==> config.mk <==
export PLATFORM = sky130hd
export DESIGN_NAME = lswt_top
export DESIGN_NICKNAME = d
export VERILOG_FILES = /design/src/hdl/lswt_pkg.sv /design/src/hdl/lswt_div.sv /design/src/hdl/lswt_sync.sv /design/src/hdl/lswt_top.sv
export VERILOG_INCLUDE_DIRS = /design/src /design/src/hdl
export SDC_FILE = /design/constraint.sdc
export NUM_CORES = 1
export LEC_CHECK = 0
export ABC_AREA = 1
export BUFFER_PORTS_ARGS = -buffer_cell sky130_fd_sc_hd__buf_2
export CAP_MARGIN = 30
export CORE_AREA = 2 2 118 120
export DETAILED_ROUTE_END_ITERATION = 12
export DIE_AREA = 0 0 120 122
export PLACE_DENSITY = 0.89
export SLEW_MARGIN = 15
export SYNTH_ARGS = -nofsm -noshare
export SYNTH_HDL_FRONTEND = slang
export SYNTH_SLANG_ARGS = --single-unit
==> constraint.sdc <==
create_clock -name mclk_in -period 3.9 [get_ports mclk_in]
set_clock_uncertainty 0.1 [all_clocks]
set_input_delay 0.78 -clock mclk_in [delete_from_list [all_inputs] [get_ports mclk_in]]
set_output_delay 0.78 -clock mclk_in [all_outputs]
set_load 0.01 [all_outputs]
==> src/hdl/lswt_map.svh <==
// Register offsets, field positions and reset values of the time base.
// Assumes a 32-bit AXI4-Lite register window with byte addresses.
`ifndef LSWT_MAP_SVH
`define LSWT_MAP_SVH
`define LSWT_OFF_CTRL   8'h00
`define LSWT_OFF_PRESC  8'h04
`define LSWT_OFF_TBASE  8'h08
`define LSWT_OFF_TONE   8'h0C
`define LSWT_OFF_EXTI   8'h10
`define LSWT_OFF_STAT   8'h14
`define LSWT_OFF_CAPT   8'h18
`define LSWT_CTRL_WEN   0
`define LSWT_CTRL_MEAS  1
`define LSWT_CTRL_AUTO  2
`define LSWT_CTRL_SRC   3
`define LSWT_TONE_EN    5
`define LSWT_RST_CTRL   4'h0
`define LSWT_RST_PRESC  6'h00
`define LSWT_RST_TBASE  4'h0
`define LSWT_RST_TONE   8'h1E
`define LSWT_RST_EXTI   6'h00
`define LSWT_SENSE_RISE 2'h1
`define LSWT_SENSE_FALL 2'h2
`define LSWT_RESP_OKAY  2'h0
`define LSWT_RESP_SLV   2'h2
`endif

==> src/hdl/lswt_pkg.sv <==
// Types shared by the time base modules.
// Assumes nothing of its surroundings.
package lswt_pkg;
  typedef enum logic {ST_RUN, ST_HALT} lswt_state_type;
endpackage

==> src/hdl/lswt_div.sv <==
// Divide-by-(limit+1) tick divider, one pulse per wrap.
// Assumes tick_in is a one-cycle pulse on the system clock.
`timescale 1ns/1ns
module lswt_div (
  input  wire logic       mclk_in,
  input  wire logic       srst_in,
  input  wire logic       clear_in,
  input  wire logic       tick_in,
  input  wire logic [5:0] limit_in,
  output logic            pulse_out
);
  logic [5:0] cnt_reg;

  // Clear dominates so a stopped chain restarts from zero
  always_ff @(posedge mclk_in)
  begin
    if (srst_in || clear_in)
      cnt_reg <= 6'h00;
    else if (tick_in)
      cnt_reg <= (cnt_reg >= limit_in) ? 6'h00 : cnt_reg + 6'h01;
  end

  assign pulse_out = tick_in && !clear_in && (cnt_reg >= limit_in);
endmodule

==> src/hdl/lswt_sync.sv <==
// Two-stage synchroniser with edge detection on the settled level.
// Assumes an asynchronous 1-bit input and the system clock.
`timescale 1ns/1ns
module lswt_sync (
  input  wire logic mclk_in,
  input  wire logic srst_in,
  input  wire logic async_in,
  output logic      level_out,
  output logic      rise_out,
  output logic      fall_out
);
  logic meta_reg;
  logic sync_reg;
  logic prev_reg;

  always_ff @(posedge mclk_in)
  begin
    if (srst_in)
    begin
      meta_reg <= 1'b0;
      sync_reg <= 1'b0;
      prev_reg <= 1'b0;
    end
    else
    begin
      meta_reg <= async_in;
      sync_reg <= meta_reg;
      prev_reg <= sync_reg;
    end
  end

  assign level_out = sync_reg;
  assign rise_out  = sync_reg & ~prev_reg;
  assign fall_out  = ~sync_reg & prev_reg;
endmodule

==> src/hdl/lswt_top.sv <==
// Low-speed wakeup timer and tone divider with AXI4-Lite registers.
// Assumes the core pulses halt and other-wake requests on mclk_in.
// How it works
// - Interval from prescaler and timebase fields
// - Wakeup counters advance only while halted
// - Counters reinitialised on each halt entry
// - Wakeup counter value is never readable
// - Other wakeup source abandons current count
// - No automatic return to halt
// - Tone divider runs in every mode
// - Tone output divides the shared low-speed clock
// - Pin driven only with enable and option
// - Tone driver and edge input coexist
// - Edge sense rising only or falling only
// - Selected tone edge wakes the core
// - Field 0x1E, select 0: divide 32, 8
// - Prescaler 11 captures every eight periods
// - Option bit picks low-speed clock source; here bit 3 (SRC) of the control register picks it
// - Route bit feeds low-speed clock to capture
//
// Implementation choices: the placing of the registers and the AXI4-Lite interface to the registers.
`timescale 1ns/1ns
`include "lswt_map.svh"
module lswt_top (
  input  wire logic        mclk_in,
  input  wire logic        srst_in,
  input  wire logic [7:0]  s_axi_awaddr_in,
  input  wire logic        s_axi_awvalid_in,
  output logic             s_axi_awready_out,
  input  wire logic [31:0] s_axi_wdata_in,
  input  wire logic [3:0]  s_axi_wstrb_in,
  input  wire logic        s_axi_wvalid_in,
  output logic             s_axi_wready_out,
  output logic [1:0]       s_axi_bresp_out,
  output logic             s_axi_bvalid_out,
  input  wire logic        s_axi_bready_in,
  input  wire logic [7:0]  s_axi_araddr_in,
  input  wire logic        s_axi_arvalid_in,
  output logic             s_axi_arready_out,
  output logic [31:0]      s_axi_rdata_out,
  output logic [1:0]       s_axi_rresp_out,
  output logic             s_axi_rvalid_out,
  input  wire logic        s_axi_rready_in,
  input  wire logic        halt_req_in,
  input  wire logic        wake_other_in,
  input  wire logic        internal_lowspeed_osc_in,
  input  wire logic        external_lowspeed_div_in,
  input  wire logic        tone_option_in,
  input  wire logic        tone_pin_in,
  output logic             tone_pin_out,
  output logic             tone_pin_oe_out,
  output logic             active_halt_out,
  output logic             wakeup_irq_out,
  output logic             tone_exti_out
);
  logic [3:0]  ctrl_reg;
  logic [5:0]  presc_reg;
  logic [3:0]  tbase_reg;
  logic [7:0]  tone_reg;
  logic [5:0]  exti_reg;
  logic [15:0] capt_reg;
  logic [15:0] capt_cnt_reg;
  logic [2:0]  capt_div_reg;
  logic [15:0] tb_cnt_reg;
  logic [2:0]  tone_cnt_reg;
  logic [7:0]  aw_addr_reg;
  logic [7:0]  w_data_reg;
  logic        w_strb_reg;
  logic        aw_held_reg;
  logic        w_held_reg;
  logic        bvalid_reg;
  logic [1:0]  bresp_reg;
  logic        arready_reg;
  logic        rvalid_reg;
  logic [31:0] rdata_reg;
  logic [1:0]  rresp_reg;
  logic        tone_out_reg;
  logic        tone_oe_reg;
  logic        wakeup_irq_reg;
  logic        tone_exti_reg;
  logic [31:0] rd_value;
  logic        rd_hit;
  logic        wr_fire;
  logic        wr_hit;
  logic        rc_level;
  logic        rc_rise;
  logic        ext_rise;
  logic        opt_level;
  logic        pin_rise;
  logic        pin_fall;
  logic        slow_tick;
  logic        halted;
  logic        go_halt;
  logic        presc_pulse;
  logic        wake_hit;
  logic        tone_en;
  logic        tone_pulse;
  logic        tone_edge;
  lswt_pkg::lswt_state_type state_reg;

  function automatic logic addr_known(input logic [7:0] a);
    addr_known = (a == `LSWT_OFF_CTRL) || (a == `LSWT_OFF_PRESC) ||
                 (a == `LSWT_OFF_TBASE) || (a == `LSWT_OFF_TONE) ||
                 (a == `LSWT_OFF_EXTI) || (a == `LSWT_OFF_STAT) ||
                 (a == `LSWT_OFF_CAPT);
  endfunction

  lswt_sync u_rc (
    .mclk_in   (mclk_in),
    .srst_in   (srst_in),
    .async_in  (internal_lowspeed_osc_in),
    .level_out (rc_level),
    .rise_out  (rc_rise),
    .fall_out  ()
  );
  lswt_sync u_ext (
    .mclk_in   (mclk_in),
    .srst_in   (srst_in),
    .async_in  (external_lowspeed_div_in),
    .level_out (),
    .rise_out  (ext_rise),
    .fall_out  ()
  );
  lswt_sync u_opt (
    .mclk_in   (mclk_in),
    .srst_in   (srst_in),
    .async_in  (tone_option_in),
    .level_out (opt_level),
    .rise_out  (),
    .fall_out  ()
  );
  // Pin is read back even while driven, so edges we make are seen
  lswt_sync u_pin (
    .mclk_in   (mclk_in),
    .srst_in   (srst_in),
    .async_in  (tone_pin_in),
    .level_out (),
    .rise_out  (pin_rise),
    .fall_out  (pin_fall)
  );

  assign slow_tick = ctrl_reg[`LSWT_CTRL_SRC] ? ext_rise : rc_rise;
  assign halted  = (state_reg == lswt_pkg::ST_HALT);
  assign go_halt = halt_req_in && ctrl_reg[`LSWT_CTRL_WEN];
  assign tone_en = tone_reg[`LSWT_TONE_EN];

  // Bus write path
  assign wr_fire = aw_held_reg && w_held_reg && !bvalid_reg;
  assign wr_hit  = addr_known(aw_addr_reg) && (aw_addr_reg != `LSWT_OFF_STAT) &&
                   (aw_addr_reg != `LSWT_OFF_CAPT);

  always_ff @(posedge mclk_in)
  begin
    if (srst_in)
    begin
      aw_held_reg <= 1'b0;
      w_held_reg  <= 1'b0;
      aw_addr_reg <= 8'h00;
      w_data_reg  <= 8'h00;
      w_strb_reg  <= 1'b0;
      bvalid_reg  <= 1'b0;
      bresp_reg   <= `LSWT_RESP_OKAY;
    end
    else
    begin
      if (s_axi_awvalid_in && !aw_held_reg)
      begin
        aw_held_reg <= 1'b1;
        aw_addr_reg <= s_axi_awaddr_in;
      end
      if (s_axi_wvalid_in && !w_held_reg)
      begin
        w_held_reg <= 1'b1;
        w_data_reg <= s_axi_wdata_in[7:0];
        w_strb_reg <= s_axi_wstrb_in[0];
      end
      if (wr_fire)
      begin
        bvalid_reg <= 1'b1;
        bresp_reg  <= wr_hit ? `LSWT_RESP_OKAY : `LSWT_RESP_SLV;
      end
      else if (bvalid_reg && s_axi_bready_in)
      begin
        bvalid_reg  <= 1'b0;
        aw_held_reg <= 1'b0;
        w_held_reg  <= 1'b0;
      end
    end
  end

  // Fields change only here; new values take effect at once, even in the middle of an interval
  always_ff @(posedge mclk_in)
  begin
    if (srst_in)
    begin
      ctrl_reg  <= `LSWT_RST_CTRL;
      presc_reg <= `LSWT_RST_PRESC;
      tbase_reg <= `LSWT_RST_TBASE;
      tone_reg  <= `LSWT_RST_TONE;
      exti_reg  <= `LSWT_RST_EXTI;
    end
    else if (wr_fire && wr_hit && w_strb_reg)
    begin
      case (aw_addr_reg)
        `LSWT_OFF_CTRL:  ctrl_reg  <= w_data_reg[3:0];
        `LSWT_OFF_PRESC: presc_reg <= w_data_reg[5:0];
        `LSWT_OFF_TBASE: tbase_reg <= w_data_reg[3:0];
        `LSWT_OFF_TONE:  tone_reg  <= w_data_reg;
        `LSWT_OFF_EXTI:  exti_reg  <= w_data_reg[5:0];
        default:         ctrl_reg  <= ctrl_reg;
      endcase
    end
  end

  // Bus read path; interval counters are deliberately absent
  always_comb
  begin
    rd_hit = addr_known(s_axi_araddr_in);
    case (s_axi_araddr_in)
      `LSWT_OFF_CTRL:  rd_value = {28'h0000_000, ctrl_reg};
      `LSWT_OFF_PRESC: rd_value = {26'h000_0000, presc_reg};
      `LSWT_OFF_TBASE: rd_value = {28'h0000_000, tbase_reg};
      `LSWT_OFF_TONE:  rd_value = {24'h00_0000, tone_reg};
      `LSWT_OFF_EXTI:  rd_value = {26'h000_0000, exti_reg};
      `LSWT_OFF_STAT:  rd_value = {28'h0000_000, rc_level, opt_level,
                                   tone_out_reg, halted};
      `LSWT_OFF_CAPT:  rd_value = {16'h0000, capt_reg};
      default:         rd_value = 32'h0000_0000;
    endcase
  end

  always_ff @(posedge mclk_in)
  begin
    if (srst_in)
    begin
      arready_reg <= 1'b1;
      rvalid_reg  <= 1'b0;
      rdata_reg   <= 32'h0000_0000;
      rresp_reg   <= `LSWT_RESP_OKAY;
    end
    else if (s_axi_arvalid_in && arready_reg)
    begin
      arready_reg <= 1'b0;
      rvalid_reg  <= 1'b1;
      rdata_reg   <= rd_value;
      rresp_reg   <= rd_hit ? `LSWT_RESP_OKAY : `LSWT_RESP_SLV;
    end
    else if (rvalid_reg && s_axi_rready_in)
    begin
      rvalid_reg  <= 1'b0;
      arready_reg <= 1'b1;
    end
  end

  // Wakeup chain held in clear outside halt: stops and reinitialises
  lswt_div u_presc (
    .mclk_in   (mclk_in),
    .srst_in   (srst_in),
    .clear_in  (!halted),
    .tick_in   (slow_tick),
    .limit_in  (presc_reg),
    .pulse_out (presc_pulse)
  );

  assign wake_hit = presc_pulse &&
                    (tb_cnt_reg == 16'((17'h0_0001 << tbase_reg) - 17'h0_0001));

  always_ff @(posedge mclk_in)
  begin
    if (srst_in || !halted)
      tb_cnt_reg <= 16'h0000;
    else if (presc_pulse)
      tb_cnt_reg <= tb_cnt_reg + 16'h0001;
  end

  // Leaving halt for any reason discards the count; no auto re-entry
  always_ff @(posedge mclk_in)
  begin
    if (srst_in)
    begin
      state_reg      <= lswt_pkg::ST_RUN;
      wakeup_irq_reg <= 1'b0;
    end
    else
    begin
      wakeup_irq_reg <= 1'b0;
      case (state_reg)
        lswt_pkg::ST_RUN:
          if (go_halt)
            state_reg <= lswt_pkg::ST_HALT;
        lswt_pkg::ST_HALT:
          if (wake_hit)
          begin
            state_reg      <= lswt_pkg::ST_RUN;
            wakeup_irq_reg <= 1'b1;
          end
          else if (wake_other_in || tone_edge)
            state_reg <= lswt_pkg::ST_RUN;
        default:
          state_reg <= lswt_pkg::ST_RUN;
      endcase
    end
  end

  // Tone chain: free of the halt state, so it runs in every mode
  lswt_div u_tone (
    .mclk_in   (mclk_in),
    .srst_in   (srst_in),
    .clear_in  (!tone_en),
    .tick_in   (slow_tick),
    .limit_in  ({1'b0, tone_reg[4:0]} + 6'h01),
    .pulse_out (tone_pulse)
  );

  always_ff @(posedge mclk_in)
  begin
    if (srst_in || !tone_en)
      tone_cnt_reg <= 3'h0;
    else if (tone_pulse)
      tone_cnt_reg <= tone_cnt_reg + 3'h1;
  end

  always_ff @(posedge mclk_in)
  begin
    if (srst_in)
    begin
      tone_out_reg <= 1'b0;
      tone_oe_reg  <= 1'b0;
    end
    else
    begin
      case (tone_reg[7:6])
        2'h0:    tone_out_reg <= tone_en && tone_cnt_reg[2];
        2'h1:    tone_out_reg <= tone_en && tone_cnt_reg[1];
        default: tone_out_reg <= tone_en && tone_cnt_reg[0];
      endcase
      tone_oe_reg <= tone_en && opt_level;
    end
  end

  // Every pin edge of the sense in exti_reg[1:0] is passed on; sense 0 and 3 pass none
  assign tone_edge = ((exti_reg[1:0] == `LSWT_SENSE_RISE) && pin_rise) ||
                     ((exti_reg[1:0] == `LSWT_SENSE_FALL) && pin_fall);

  always_ff @(posedge mclk_in)
  begin
    if (srst_in)
      tone_exti_reg <= 1'b0;
    else
      tone_exti_reg <= tone_edge;
  end

  // System-clock count over 1, 2, 4 or 8 low-speed periods
  always_ff @(posedge mclk_in)
  begin
    if (srst_in || !ctrl_reg[`LSWT_CTRL_MEAS])
    begin
      capt_cnt_reg <= 16'h0000;
      capt_div_reg <= 3'h0;
      capt_reg     <= 16'h0000;
    end
    else if (rc_rise)
    begin
      if (capt_div_reg == 3'(4'h1 << exti_reg[5:4]) - 3'h1)
      begin
        capt_reg     <= capt_cnt_reg + 16'h0001;
        capt_cnt_reg <= 16'h0000;
        capt_div_reg <= 3'h0;
      end
      else
      begin
        capt_cnt_reg <= capt_cnt_reg + 16'h0001;
        capt_div_reg <= capt_div_reg + 3'h1;
      end
    end
    else if (capt_cnt_reg != 16'hFFFF)
      capt_cnt_reg <= capt_cnt_reg + 16'h0001;
  end

  assign s_axi_awready_out = !aw_held_reg;
  assign s_axi_wready_out  = !w_held_reg;
  assign s_axi_bvalid_out  = bvalid_reg;
  assign s_axi_bresp_out   = bresp_reg;
  assign s_axi_arready_out = arready_reg;
  assign s_axi_rvalid_out  = rvalid_reg;
  assign s_axi_rdata_out   = rdata_reg;
  assign s_axi_rresp_out   = rresp_reg;
  assign tone_pin_out      = tone_out_reg;
  assign tone_pin_oe_out   = tone_oe_reg;
  assign active_halt_out   = halted;
  assign wakeup_irq_out    = wakeup_irq_reg;
  assign tone_exti_out     = tone_exti_reg;

  chk_run_stopped: assert property (@(posedge mclk_in) disable iff (srst_in)
    (state_reg == lswt_pkg::ST_RUN) |=> tb_cnt_reg == 16'h0000)
    else $error("wakeup count moved outside halt");
  chk_entry_from_zero: assert property (@(posedge mclk_in) disable iff (srst_in)
    (!halted && go_halt) |=> halted && tb_cnt_reg == 16'h0000)
    else $error("halt entry did not start from zero");
  chk_halt_needs_enable: assert property (@(posedge mclk_in) disable iff (srst_in)
    (!halted && !ctrl_reg[`LSWT_CTRL_WEN]) |=> !halted)
    else $error("halt entered without wakeup enable");
  chk_other_abandons: assert property (@(posedge mclk_in) disable iff (srst_in)
    (halted && wake_other_in && !wake_hit) |=> !halted ##1 tb_cnt_reg == 16'h0000)
    else $error("other wake kept the count");
  chk_wake_no_return: assert property (@(posedge mclk_in) disable iff (srst_in)
    wakeup_irq_out |-> !halted && $past(halted) ##1 !wakeup_irq_out)
    else $error("wakeup pulse malformed");
  chk_pin_drive_gate: assert property (@(posedge mclk_in) disable iff (srst_in)
    tone_pin_oe_out |-> $past(tone_en) && $past(opt_level))
    else $error("pin driven without enable and option");
  chk_edge_sense: assert property (@(posedge mclk_in) disable iff (srst_in)
    (exti_reg[1:0] == `LSWT_SENSE_FALL && pin_rise) |=> !tone_exti_out)
    else $error("wrong edge raised interrupt");
  chk_tone_in_halt: assert property (@(posedge mclk_in) disable iff (srst_in)
    (tone_pulse && tone_en && halted) |=> tone_cnt_reg == $past(tone_cnt_reg) + 3'h1)
    else $error("tone divider stalled in halt");
endmodule

Word level (Yosys, flattened, before mapping)
Cells that the tools add are included.

Bits in registers: 168. Input bits: 65. Output and inout port bits: 46. Word-level logic and storage cells: 168.

Add/sub/neg operators: 9. Bitwise operators: 9. Shift-type cells: 2. Multiplexer cells: 28. Magnitude comparators: 2. Reductions and logical operators: 59. Equality and inequality tests: 20.

Operators by type and width (count): case mux 16 bit (7 select lines) (1); equality test 8 x 5 -> 1 bit (second input constant) (6); two-way mux 16 bit (3); adder 16 x 1 -> 16 bit (second input constant) (2); equality test 8 x 4 -> 1 bit (second input constant) (4); logical AND 1 bit (23); logical OR 1 bit (17); two-way mux 1 bit (17); equality test 16 bit (1); equality test 8 x 3 -> 1 bit (second input constant) (2); zero test 8 bit (2); != test 16 bit (second input constant) (1); != test 8 x 5 -> 1 bit (second input constant) (2); left shift 1 x 4 -> 16 bit (first input constant) (1); subtractor 16 x 1 -> 16 bit (second input constant) (1); adder 6 x 1 -> 6 bit (second input constant) (2); greater-or-equal comparator 6 bit (2); two-way mux 6 bit (2); AND reduction 2 bit (6); adder 3 x 1 -> 3 bit (second input constant) (2); adder 5 x 1 -> 6 bit (second input constant) (1); zero test 1 bit (6); nonzero test 2 bit (3); NOT 1 bit (5); 11 further kinds (17).

Logic depth before layout (Yosys ltp)
Word-level depth: 12. Depth in mapped cells: 15. Gate-level depth less buffers: 14.

Hierarchy
Synthesis repeated with hierarchy kept, for this count alone.

Cells, all modules: 1039. Area total of the unflattened synthesis: 7435.9 sq um.

Modules (own cells, without submodules): lswt_top (area an instance 6154.7 sq um, times used 1, seq. area each 2542.4 sq um, cells an instance 871); lswt_div (area an instance 452.9 sq um, times used 2, seq. area each 120.1 sq um, cells an instance 60); lswt_sync (area an instance 93.8 sq um, times used 4, seq. area each 60.1 sq um, cells an instance 12).

Worst setup path before layout
OpenSTA, ideal clock, no wires.

Path type: register -> register. Start: register tbase_reg[1]. End: register state_reg (netlist: active_halt_out). Arrival: 1.822 ns. Period minus slack after synthesis: 2.054 ns. Buffers on the path: 1. Data required time: 3.668 ns. Setup slack: 1.846 ns. Stages on the path, launching flop included: 15. Library setup time: 0.132 ns. Cell sequence: dfxtp_1 -> buf_4 -> nor2_1 -> nand2_1 -> ha_1 -> inv_1 -> nor2_1 -> o21ai_0 -> nand2_1 -> nor2_1 -> nand3_1 -> nor2_1 -> nand4_1 -> nand2_1 -> a21oi_1.

Cells in the longest elaborated chain, start to end: 6.

RTL lines: start: declaration (line lswt_top.sv:58) `logic [3:0] tbase_reg;`; start signal: assignment (line lswt_top.sv:198) `` tbase_reg <= `LSWT_RST_TBASE; ``; start signal: assignment (line lswt_top.sv:207) `` `LSWT_OFF_TBASE: tbase_reg <= w_data_reg[3:0]; ``; left shift 1 x 4 -> 16 bit (line lswt_top.sv:266) `(tb_cnt_reg == 16'((17'h0_0001 << tbase_reg) - 17'h0_0001));`; subtractor 16 x 1 -> 16 bit (line lswt_top.sv:266); equality test 16 bit (line lswt_top.sv:266); logical AND 1 bit (line lswt_top.sv:265) `assign wake_hit = presc_pulse &&`; two-way mux 1 bit (line lswt_top.sv:292) `if (wake_hit)`; case mux 1 bit (2 select lines) (line lswt_top.sv:287) `case (state_reg)`; end signal: assignment (line lswt_top.sv:290) `state_reg <= lswt_pkg::ST_HALT;`; end signal: assignment (line lswt_top.sv:294) `state_reg <= lswt_pkg::ST_RUN;`; end signal: assignment (line lswt_top.sv:298) `state_reg <= lswt_pkg::ST_RUN;`; end: declaration (line lswt_top.sv:99) `lswt_pkg::lswt_state_type state_reg;`.

No other way between the ends. A chain may end at the register's enable or synchronous reset.

Worst setup path in the final report
Ends and elaborated chain as after synthesis.

==> summary.txt <==
status: complete, no violations
Detailed Route WL: 17.8 mm
power density over the cells: 410 mW/mm^2
Worst path top cell family by delay: simple AND/OR/NAND/NOR gates
H-tree levels: 4
Post-route DRC: 0
first-pass iteration count of the detailed router: 5
Post-Synth Adder-Cell Area: 3.41%
post-synthesis mux area share: 0.153%
Final Hold Fails: 0
TritonCTS clock tree: built
placed inst area: 0.00767 sq mm
vias per cell: 5.40
RD Place Congestion: 0.893
die area: 0.0146 sq mm
synth unique cells: 51
Peak VDD IR: 0.000361 V
CTS Buf Count: 17
commonest cells after routing, fill and taps aside: nand2_1, dfxtp_1, inv_1, nor2_1, a21oi_1
PnR Total Power: 3.40 mW
vias in the first global route: 6,364
pre-CTS setup slack: 1010 ps
CP max FO: 9
Post-Syn Instances: 1,022
xor-xnor portion of the synthesized cell area: 2.51%
first-pass GRT wire length: 29.1 mm
P&R area growth vs syn: 12.8%
post-cts resize count: 0
DR vias: 6,872
Root Buffer: clkbuf_16
Die W: 120 microns
Area contributors post-synth: dfxtp_1, nand2_1, a21oi_1, inv_1, nor2_1
critical path data arrival time: 2720 ps
Final Cell Area: 0.00828 sq mm
Reg clk slew, reported paths: 60 ps
crit-path cells: nor2_1 -> nand2_1 -> ha_1 -> inv_1 -> a21oi_1 -> nand3_1 -> nand3_1 -> nand2_1 -> nor2_1 -> nand4_1 -> nand2_1 -> a21oi_1
Critical Path RT: 4110 ps
MaxCap Viol Count: 0
GRT Util Overall: 25.0%
hpwl dp: 12.9 mm
antenna diode count: 0
Fmax achieved: 0.397 GHz
Final period util: 64.6%
Final ANT Viol Nets: 0
warnings from Yosys: 0
Leakage: 3.47 nW
initial DRC count: 530
io pins: 111
Worst Tran Pin Value: 867 ps
main combinational cell family by area after synthesis: simple AND/OR/NAND/NOR gates
clock latency on the worst-skew pair: 440 ps
most common cell after layout, fill and taps aside: nand2_1
Synth Cell Area: 0.00734 sq mm
CP max stage delay: 560 ps
Seq. cell area: 0.00300 sq mm
Placeable Area: 0.0135 sq mm
Core Rows: 43
critical path endpoint category: flip-flop
Hold/Removal Path Class: reg -> reg
critical path's most frequent cell: nand2_1
Hold-fix buffers, CTS: 0
largest net degree at the start of global routing: 40
post-synthesis sequential area ratio: 40.9%
Final setup viols: 0
multi-input combinational cell area: 0.00363 sq mm
number of port buffers: 65
Initial Utilization: 54.3%
synthesis-stage register bit count: 150
cell taking the most area after synthesis: dfxtp_1
Final nets: 1,164
wire per inst: 14.0 microns
Buf/Inv on CP: 1
final setup margin: 1380 ps
initial antenna violation count: 0
Slew headroom: 42.0%
Syn Area/Cell: 7.18 sq um
Setup CP Type: reg -> reg
number of fill cells in the layout: 1,142
Post-CTS Setup Inserts: 0
max-slew violation count: 0
Critical-path top delay cell: dfxtp_1
TNS Setup: 0 ps
clk sink count: 150
Synth Area in Compound Gates: 15.7%
CTS Buffer Depth: 2
layout cells sized above 1: 13.2%
die height: 122 microns
GRT Residual Overflow: 0
Simple-Gate Fraction of Synth Area: 26.9%
Synth top area share: 40.9%
RSZ-0062 raised after global routing: false
Tmin final: 2520 ps
Worst setup SP type: flip-flop
## where the power goes
part	switching [mW]	total, mW	internal (mW)
logic	0.105	0.151	0.0466
registers	0.0192	1.58	1.56
clock network	0.644	1.66	1.02
total	0.768	3.40	2.63
## metal layers
layer	GRT usage (%)	wire (microns)	up-vias
met4	12.5	679	0
met2	42.5	8570	269
met3	5.99	1120	52
met5	0	0	-
li1	-	-	3406
met1	29.4	7440	3145
## cells in the mapped netlist (all sizes together)
library cell / n
o211ai: 6
nand2: 233
o31ai: 1
nor2: 113
or2: 5
nand4: 11
xor2: 15
nor3b: 4
o21ai: 86
o21a: 3
nor3: 14
nand3b: 3
buf: 30
ha: 20
o21bai: 1
a21oi: 104
dfxtp: 150
o2111ai: 3
a31oi: 2
or3b: 1
xnor2: 6
o22ai: 3
clkbuf: 17
o221ai: 1
mux2: 1
conb: 1
inv: 125
nor4: 6
nand3: 55
a22oi: 2
## logic make-up (layout without fill, tap and decap cells)
| family | Yosys count | in the layout |
|---|---|---|
| fa+ha+maj | 20 | 20 |
| xor+xnor | 21 | 21 |
| compound gates | 212 | 212 |
| other cells | 1 | 18 |
| mux | 1 | 1 |
| flops | 150 | 150 |
| simple gates | 445 | 445 |
| buf+inv | 172 | 225 |
## per-stage QoR
| step | util (%) | cells | hold slack, ps |
|---|---|---|---|
| final | 61.3 | 1272 | 300 |
| after global routing | 61.3 | 1272 | 320 |
| after CTS | 61.3 | 1271 | 302 |
| after detailed placement | 56.8 | 1239 | 294 |
| after global placement | 56.8 | 1239 | 292 |
| after floorplan | - | 1039 | 288 |
## worst paths after layout
path / from / endpoint / slack, ps / cells after the start
max: tbase_reg[1] / active_halt_out / 1380 / 12
min: u_pin.meta_reg / u_pin.level_out / 300 / 2
max reg2reg: tbase_reg[1] / active_halt_out / 1380 / 12
min reg2reg: u_pin.meta_reg / u_pin.level_out / 300 / 2
## final cells by class
type	count	area share, %
clock buffers	19	5.35
clock inverters	13	1.86
inverters	125	5.70
multi-input cells	717	43.9
flip-flops and latches	150	36.3
well taps	180	2.72
repair buffers	68	4.20
## worst register-to-register path, cell delays in order (launching register included)
cell and delay, ps:
dfxtp_1 560, nor2_1 200, nand2_1 130, ha_1 300, inv_1 90, a21oi_1 270
nand3_1 150, nand3_1 90, nand2_1 60, nor2_1 100, nand4_1 180, nand2_1 100
a21oi_1 60
(Power assumes the default switching activity.)
